$ cat src/hw/acr_pkg.sv
package acr_pkg;
  localparam logic [7:0] ADDR_PCIP    = 8'ha1;
  localparam logic [7:0] ADDR_PSEL    = 8'ha2;
  localparam logic [7:0] ADDR_TCBF    = 8'ha3;
  localparam logic [7:0] ADDR_PPR     = 8'ha4;
  localparam logic [3:0] PAGE_ZERO    = 4'h0;
  localparam logic [7:0] PCIP_RST     = 8'h00;
  localparam logic [7:0] PSEL_RST     = 8'h00;
  localparam logic [7:0] TCBF_RST     = 8'h00;
  localparam logic [7:0] PPR_RST      = 8'h00;
  localparam logic [7:0] PCIP_WMASK   = 8'he3;
  localparam logic [7:0] PSEL_WMASK   = 8'h01;
  localparam logic [7:0] TCBF_WMASK   = 8'h0f;
  localparam int         START_BIT    = 7;
  localparam int         STOP_BIT     = 6;
  localparam int         DIV12        = 12;
  localparam int         DIV48        = 48;
  localparam int         DIV192       = 192;
  localparam int         DIVW         = 8;
endpackage : acr_pkg

$ cat src/hw/acr_regs.sv
`timescale 1ns/1ps
module acr_regs
  import acr_pkg::*;
(
  input  wire logic       clk,
  input  wire logic       rst,
  input  wire logic       ce,
  input  wire logic [7:0] sfr_addr,
  input  wire logic [3:0] sfr_page,
  input  wire logic       sfr_wr,
  input  wire logic       sfr_rd,
  input  wire logic [7:0] sfr_wdata,
  output logic      [7:0] sfr_rdata,
  input  wire logic       internal_rc_sel,
  input  wire logic       master_clock,
  input  wire logic       low_speed_rc,
  input  wire logic       ext_irq_zero,
  input  wire logic       ext_irq_one,
  output logic            irq0_active,
  output logic            irq1_active,
  output logic            pointer_select_bit,
  input  wire logic       start_seen,
  input  wire logic       stop_seen,
  input  wire logic       timer0_pin,
  input  wire logic       timer1_pin,
  input  wire logic       timer0_count_mode,
  input  wire logic       timer1_count_mode,
  input  wire logic       watchdog_prescaler_out,
  input  wire logic       timer1_overflow,
  input  wire logic       timer0_clkout,
  input  wire logic       timer1_clkout,
  output logic            timer0_tick,
  output logic            timer1_tick,
  output logic            timer1_clkout_pin,
  output logic      [3:0] timer0_route,
  output logic            timer0_clkout_pin,
  output logic            pin60_clock_en,
  output logic            pin60_out,
  output logic            pin60_fast_drive,
  output logic            pin44_beeper_en,
  output logic            pin44_out,
  output logic            serial0_pin_select,
  output logic      [1:0] twowire0_pin_select
);
  import acr_pkg::*;

  logic [7:0] pcip_q, pcip_d, psel_q, psel_d, tcbf_q, tcbf_d, ppr_q, ppr_d;
  logic [1:0] mdiv_q, mdiv_d;
  logic [4:0] rdiv_q, rdiv_d;
  logic [DIVW-1:0] sdiv_q, sdiv_d;
  logic [1:0] sdiv48_q, sdiv48_d;
  logic [1:0] sdiv192_q, sdiv192_d;
  logic       mc_q, rc_q, pin0_q, pin1_q, wd_q, of_q;
  logic       s12, s48, s192;
  logic       wr_pcip, wr_psel, wr_tcbf, wr_ppr;

  assign wr_pcip = sfr_wr && sfr_addr == ADDR_PCIP;
  assign wr_psel = sfr_wr && sfr_addr == ADDR_PSEL;
  assign wr_tcbf = sfr_wr && sfr_addr == ADDR_TCBF;
  assign wr_ppr  = sfr_wr && sfr_addr == ADDR_PPR
                   && sfr_page == PAGE_ZERO;

  always_comb begin
    pcip_d = pcip_q;
    psel_d = psel_q;
    tcbf_d = tcbf_q;
    ppr_d  = ppr_q;
    if (wr_pcip) begin
      pcip_d = sfr_wdata & PCIP_WMASK;
    end
    if (wr_psel) begin
      psel_d = sfr_wdata & PSEL_WMASK;
    end
    if (wr_tcbf) begin
      tcbf_d[3:0] = sfr_wdata[3:0] & TCBF_WMASK[3:0];
      if (!sfr_wdata[START_BIT]) tcbf_d[START_BIT] = 1'b0;
      if (!sfr_wdata[STOP_BIT]) tcbf_d[STOP_BIT] = 1'b0;
    end
    if (start_seen) tcbf_d[START_BIT] = 1'b1;
    if (stop_seen) tcbf_d[STOP_BIT] = 1'b1;
    if (wr_ppr) begin
      ppr_d = sfr_wdata;
    end
  end

  always_ff @(posedge clk or posedge rst) begin
    if (rst) begin
      pcip_q <= PCIP_RST;
      psel_q <= PSEL_RST;
      tcbf_q <= TCBF_RST;
      ppr_q  <= PPR_RST;
    end else if (ce) begin
      pcip_q <= pcip_d;
      psel_q <= psel_d;
      tcbf_q <= tcbf_d;
      ppr_q  <= ppr_d;
    end
  end

  always_comb begin
    if (sfr_rd && sfr_addr == ADDR_PCIP) begin
      sfr_rdata = pcip_q;
    end else if (sfr_rd && sfr_addr == ADDR_PSEL) begin
      sfr_rdata = psel_q;
    end else if (sfr_rd && sfr_addr == ADDR_TCBF) begin
      sfr_rdata = tcbf_q;
    end else if (sfr_rd && sfr_addr == ADDR_PPR
                 && sfr_page == PAGE_ZERO) begin
      sfr_rdata = ppr_q;
    end else begin
      sfr_rdata = 8'h00;
    end
  end

  // clock dividers and input samplers
  always_comb begin
    mdiv_d    = mdiv_q;
    rdiv_d    = rdiv_q;
    sdiv_d    = sdiv_q;
    sdiv48_d  = sdiv48_q;
    sdiv192_d = sdiv192_q;
    if (mc_q && !master_clock) mdiv_d = mdiv_q + 2'h1;
    if (rc_q && !low_speed_rc) rdiv_d = rdiv_q + 5'h01;
    if (s12) begin
      sdiv_d = '0;
      sdiv48_d = sdiv48_q + 2'h1;
      if (sdiv48_q == 2'h3) sdiv192_d = sdiv192_q + 2'h1;
    end else begin
      sdiv_d = sdiv_q + 1'b1;
    end
  end

  assign s12  = sdiv_q == DIVW'(DIV12 - 1);
  assign s48  = s12 && sdiv48_q == 2'(DIV48 / DIV12 - 1);
  assign s192 = s48 && sdiv192_q == 2'(DIV192 / DIV48 - 1);

  always_ff @(posedge clk or posedge rst) begin
    if (rst) begin
      mdiv_q    <= 2'h0;
      rdiv_q    <= 5'h00;
      sdiv_q    <= '0;
      sdiv48_q  <= 2'h0;
      sdiv192_q <= 2'h0;
      mc_q      <= 1'b0;
      rc_q      <= 1'b0;
      pin0_q    <= 1'b0;
      pin1_q    <= 1'b0;
      wd_q      <= 1'b0;
      of_q      <= 1'b0;
    end else if (ce) begin
      mdiv_q    <= mdiv_d;
      rdiv_q    <= rdiv_d;
      sdiv_q    <= sdiv_d;
      sdiv48_q  <= sdiv48_d;
      sdiv192_q <= sdiv192_d;
      mc_q      <= master_clock;
      rc_q      <= low_speed_rc;
      pin0_q    <= timer0_pin;
      pin1_q    <= timer1_pin;
      wd_q      <= watchdog_prescaler_out;
      of_q      <= timer1_overflow;
    end
  end

  // outputs
  always_comb begin
    pin60_clock_en = internal_rc_sel && pcip_q[7:6] != 2'h0;
    case (pcip_q[7:6])
      2'h1:    pin60_out = master_clock;
      2'h2:    pin60_out = mdiv_q[0];
      2'h3:    pin60_out = mdiv_q[1];
      default: pin60_out = 1'b0;
    endcase
    pin60_fast_drive = pcip_q[5];
    irq1_active = pcip_q[1] ? ext_irq_one : !ext_irq_one;
    irq0_active = pcip_q[0] ? ext_irq_zero : !ext_irq_zero;
    pointer_select_bit = psel_q[0];
    case ({tcbf_q[3], timer1_count_mode})
      2'h0:    timer1_tick = s12;
      2'h1:    timer1_tick = pin1_q && !timer1_pin;
      2'h2:    timer1_tick = 1'b1;
      default: timer1_tick = s48;
    endcase
    case ({ppr_q[0], tcbf_q[2], timer0_count_mode})
      3'h0:    timer0_tick = s12;
      3'h1:    timer0_tick = pin0_q && !timer0_pin;
      3'h2:    timer0_tick = 1'b1;
      3'h3:    timer0_tick = rc_q && !low_speed_rc;
      3'h4:    timer0_tick = s48;
      3'h5:    timer0_tick = wd_q && !watchdog_prescaler_out;
      3'h6:    timer0_tick = s192;
      default: timer0_tick = of_q && !timer1_overflow;
    endcase
    timer1_clkout_pin = tcbf_q[1] & timer1_clkout;
    timer0_clkout_pin = tcbf_q[0] & timer0_clkout;
    timer0_route = 4'h1 << ppr_q[7:6];
    pin44_beeper_en = ppr_q[5:4] != 2'h0;
    case (ppr_q[5:4])
      2'h1:    pin44_out = rdiv_q[4];
      2'h2:    pin44_out = rdiv_q[3];
      2'h3:    pin44_out = rdiv_q[2];
      default: pin44_out = 1'b0;
    endcase
    serial0_pin_select = ppr_q[3];
    twowire0_pin_select = ppr_q[2:1];
  end
endmodule : acr_regs

$ cat config.mk
export PLATFORM = sky130hd
export DESIGN_NAME = acr_regs
export DESIGN_NICKNAME = d
export VERILOG_FILES = /design/src/hw/acr_pkg.sv /design/src/hw/acr_regs.sv
export SDC_FILE = /design/constraint.sdc
export NUM_CORES = 1
export LEC_CHECK = 0
export ABC_CLOCK_PERIOD_IN_PS = 1900
export BUFFER_PORTS_ARGS = -buffer_cell sky130_fd_sc_hd__buf_2
export CAP_MARGIN = 20
export CORE_AREA = 2 2 73 75
export CTS_BUF_LIST = sky130_fd_sc_hd__clkbuf_8
export DETAILED_ROUTE_END_ITERATION = 7
export DIE_AREA = 0 0 75 77
export PLACE_DENSITY = 0.76
export SLEW_MARGIN = 20
export SYNTH_ARGS = -nofsm -noshare
export SYNTH_HDL_FRONTEND = slang
export SYNTH_SLANG_ARGS = --single-unit
$ cat constraint.sdc
create_clock -name clk -period 1.9 [get_ports clk]
set_input_delay 0.285 -clock clk [delete_from_list [all_inputs] [get_ports clk]]
set_output_delay 0.285 -clock clk [all_outputs]
set_load 0.02 [all_outputs]
==> impl_metrics.tcl <==
set metrics [dict create \
    outcome "finished, violations left" \
    violations "setup timing" \
    count_of_warnings_emitted_by_yosys 0 \
    number_of_buffers_created_by_cts 5 \
    num-nets-final 330 \
    layout.filler_cells 420 \
    global_route.overflow_total 0 \
    clk_pin_slew_worst_paths_ps 80 \
    arrival_ps 1820 \
    gp_congestion 0.771 \
    vias_in_the_first_global_route 1857 \
    synth_nets 247 \
    final.setup.worst_slack_ps -205 \
    clk_latency_ps 300 \
    flow.area_growth_from_synthesis_pct 34.0 \
    crit_slowest_cell "sky130_fd_sc_hd__dfrtp_1" \
    row_count 26 \
    grt_max_degree 46 \
    synth-compound-area-share 0.0955 \
    antenna-diode-count 0 \
    synthXorXnorAreaFrac 0.0523 \
    hold_buffers 0 \
    critPathCaptureType "output pin" \
    cts-root-buf "sky130_fd_sc_hd__clkbuf_8" \
    postSynthAreaPerCell_um2 11.6 \
    largest_family_of_logic_cells_by_synthesized_area "simple AND/OR/NAND/NOR gates" \
    netlist_area_um2 2340 \
    synth.lib_cells_used.distinct 46 \
    drt_pass1_iterations 4 \
    power_density_over_the_cells_nw_per_um2 803 \
    die_x_um 75 \
    primary_ff_master_synth "sky130_fd_sc_hd__dfrtp_1" \
    first_pass_grt_wire_length_um 8700 \
    synth.area.mux_share 0.156 \
    min_path_type "in -> async" \
    core_box_area_um2 4980 \
    detailroute.via_count 1849 \
    synthAdderAreaFrac 0.0213 \
    timing.setup.tns_ps -784 \
    detail_route.drc_violations 0 \
    worstSetupStartpoint "sdiv_q[1]$_DFFE_PP0P_" \
    io_buffer_count 66 \
    cap_violations 0 \
    drt-vias-per-instance 5.18 \
    slew_headroom 0.622 \
    rr_startpoint "sdiv_q[1]$_DFFE_PP0P_" \
    proportion_of_layout_cells_with_a_drive_suffix_above_1 0.495 \
    r2r_cells 6 \
    cts_tree "yes" \
    initial_utilization 0.471 \
    ys_seq_area_frac 0.480 \
    grt.total_usage 0.196 \
    avgRoutedWirePerCell_um 14.7 \
    leak_uw 0.00159 \
    critical_path_class "reg -> out" \
    place_hpwl_um 3840 \
    cts-root-to-sink-buffers 2 \
    slew_viol_final 0 \
    io_pins 67 \
    synth_simple_gate_area_share 0.161 \
    detail_route.iter0.violations 80 \
    grt_setup_unrepaired "yes" \
    reg2reg_to "sdiv192_q[1]$_DFFE_PP0P_" \
    postRouteAntennaNets 0 \
    cts-htree-levels 2 \
    synth-seq-cells 45 \
    worstPathCellList "ha_2 > nand4bb_1 > nor4_4 > a32oi_1 > a32oi_2 > buf_4" \
    finalWorstPathRequiredPeriod_ps 2110 \
    crit_start_category "flop" \
    clock_sinks 45 \
    die_height_um 77 \
    worst-slew-pin-transition_ps 567 \
    synth-edff-count 0 \
    highest_clock_rate_ghz 0.475 \
    worst_ir_drop_vdd_v 0.000515 \
    preCtsSetupSlack_ps -255 \
    crit_required_ps 1620 \
    worstPathBufferInverterCount 1 \
    number_of_endpoints_failing_setup_at_the_final_stage 10 \
    synth_async_sr_flop_share 1.00 \
    worst_path_largest_cell_delay_ps 360 \
    timing.final.hold_violations 0 \
    min_period_over_period 1.11 \
    synthCells 203 \
    reg2reg_slack_ps 170 \
    finalWirelength_um 5240 \
    cp_top_family "simple AND/OR/NAND/NOR gates" \
    finClkSkew_ps 7.16 \
    grt_antenna_before_repair 0 \
    die_area_um2 5780 \
    path_max_fanout 5 \
]
[timing repair]
| item | in CTS | in global routing |
|---|---|---|
| resized for setup | 32 | 0 |
| pin swaps | 7 | 4 |
| setup buffers | 5 | 1 |
| endpoints found under the setup margin | 10 | 9 |
| endpoints found under the hold margin | 0 | 0 |
[tightest hold or removal path, cell delays in order]
cell and delay [ps]:
sky130_fd_sc_hd__buf_2 100, sky130_fd_sc_hd__clkinv_1 40, sky130_fd_sc_hd__buf_4 450
[registers in the layout (all words and copies together) (netlist names), 2 cells and up]
register	count
sdiv192_q	2
mdiv_q	2
rdiv_q	5
pcip_q	5
sdiv_q	8
ppr_q	8
sdiv48_q	2
tcbf_q	6
[cell families (layout without fill, tap and decap cells)]
logic type | Yosys count | in the layout
mux | 33 | 33
buf+inv | 17 | 101
flops | 45 | 45
fa+ha+maj | 4 | 4
xor+xnor | 14 | 14
compound gates | 31 | 31
simple gates | 59 | 59
[power breakdown]
group | leakage, uW | internal [uW] | switching (uW)
Combinational | 0.000942 | 287 | 234
Sequential | 0.000582 | 1120 | 143
Clock | 0.0000626 | 424 | 316
[Yosys cell counts (all sizes together) (3+ instances only)]
cell | n | area, um^2
dfrtp | 45 | 1130
mux2 | 28 | 315
nand2 | 18 | 67.6
xnor2 | 12 | 105
inv | 9 | 33.8
o21ai | 8 | 40.0
and2 | 6 | 37.5
buf | 6 | 38.8
mux2i | 5 | 50.1
a32o | 4 | 40.0
and3 | 4 | 25.0
ha | 4 | 50.1
nand4 | 4 | 25.0
nor2 | 4 | 15.0
nor4b | 4 | 65.1
a21oi | 3 | 15.0
nor2b | 3 | 18.8
nor3 | 3 | 15.0
o2bb2ai | 3 | 26.3
[metrics by stage]
| stage | instances | total power [uW] | area [um^2] | hold WS, ps | util |
|---|---|---|---|---|---|
| global route | 357 | 2680 | 3140 | 162 | 0.631 |
| floorplan | 203 | 1580 | 2400 | 406 | - |
| finish | 357 | 2530 | 3140 | 107 | 0.631 |
| CTS | 357 | 2560 | 3140 | 139 | 0.631 |
| detailed placement | 346 | 1790 | 2890 | 461 | 0.580 |
| global placement | 346 | 1760 | 2890 | 452 | 0.580 |
[final cells by class]
class	instances	area, um^2	share of cell area
clock buffer	6	82.6	0.0263
timing repair buffer	84	553	0.176
multi-input combinational	141	1230	0.390
inverter	9	33.8	0.0107
sequential	45	1130	0.358
clock inverter	2	33.8	0.0107
tap	70	87.6	0.0279
[cell usage in the layout (no fill, tap or decap), drive strengths merged, types with 4 or more instances in the layout]
master / count
a32o: 4
inv: 9
o21ai: 8
nor2: 4
mux2i: 5
ha: 4
mux2: 28
nand4: 4
xnor2: 12
and2: 6
clkbuf: 6
buf: 84
dfrtp: 45
nor4b: 4
nand2: 18
and3: 4
[worst max path at each step]
stage / endpoint / depth (start not counted)
2_1_floorplan: tcbf_q[0]$_DFFE_PP0P_ / 4
3_3_place_gp: sfr_rdata[5] / 7
3_5_place_dp: sfr_rdata[2] / 7
4_1_cts: timer1_tick / 7
5_1_grt: timer0_tick / 6
6_report: timer0_tick / 6
[routing by layer]
metal	global-route usage	part of all wire	up-vias
li1	-	-	893
met1	0.271	0.45	892
met2	0.302	0.48	60
met3	0.0434	0.059	4
met4	0.0643	0.0078	0
met5	0	0	-
Power figures use the tool's default switching activity.
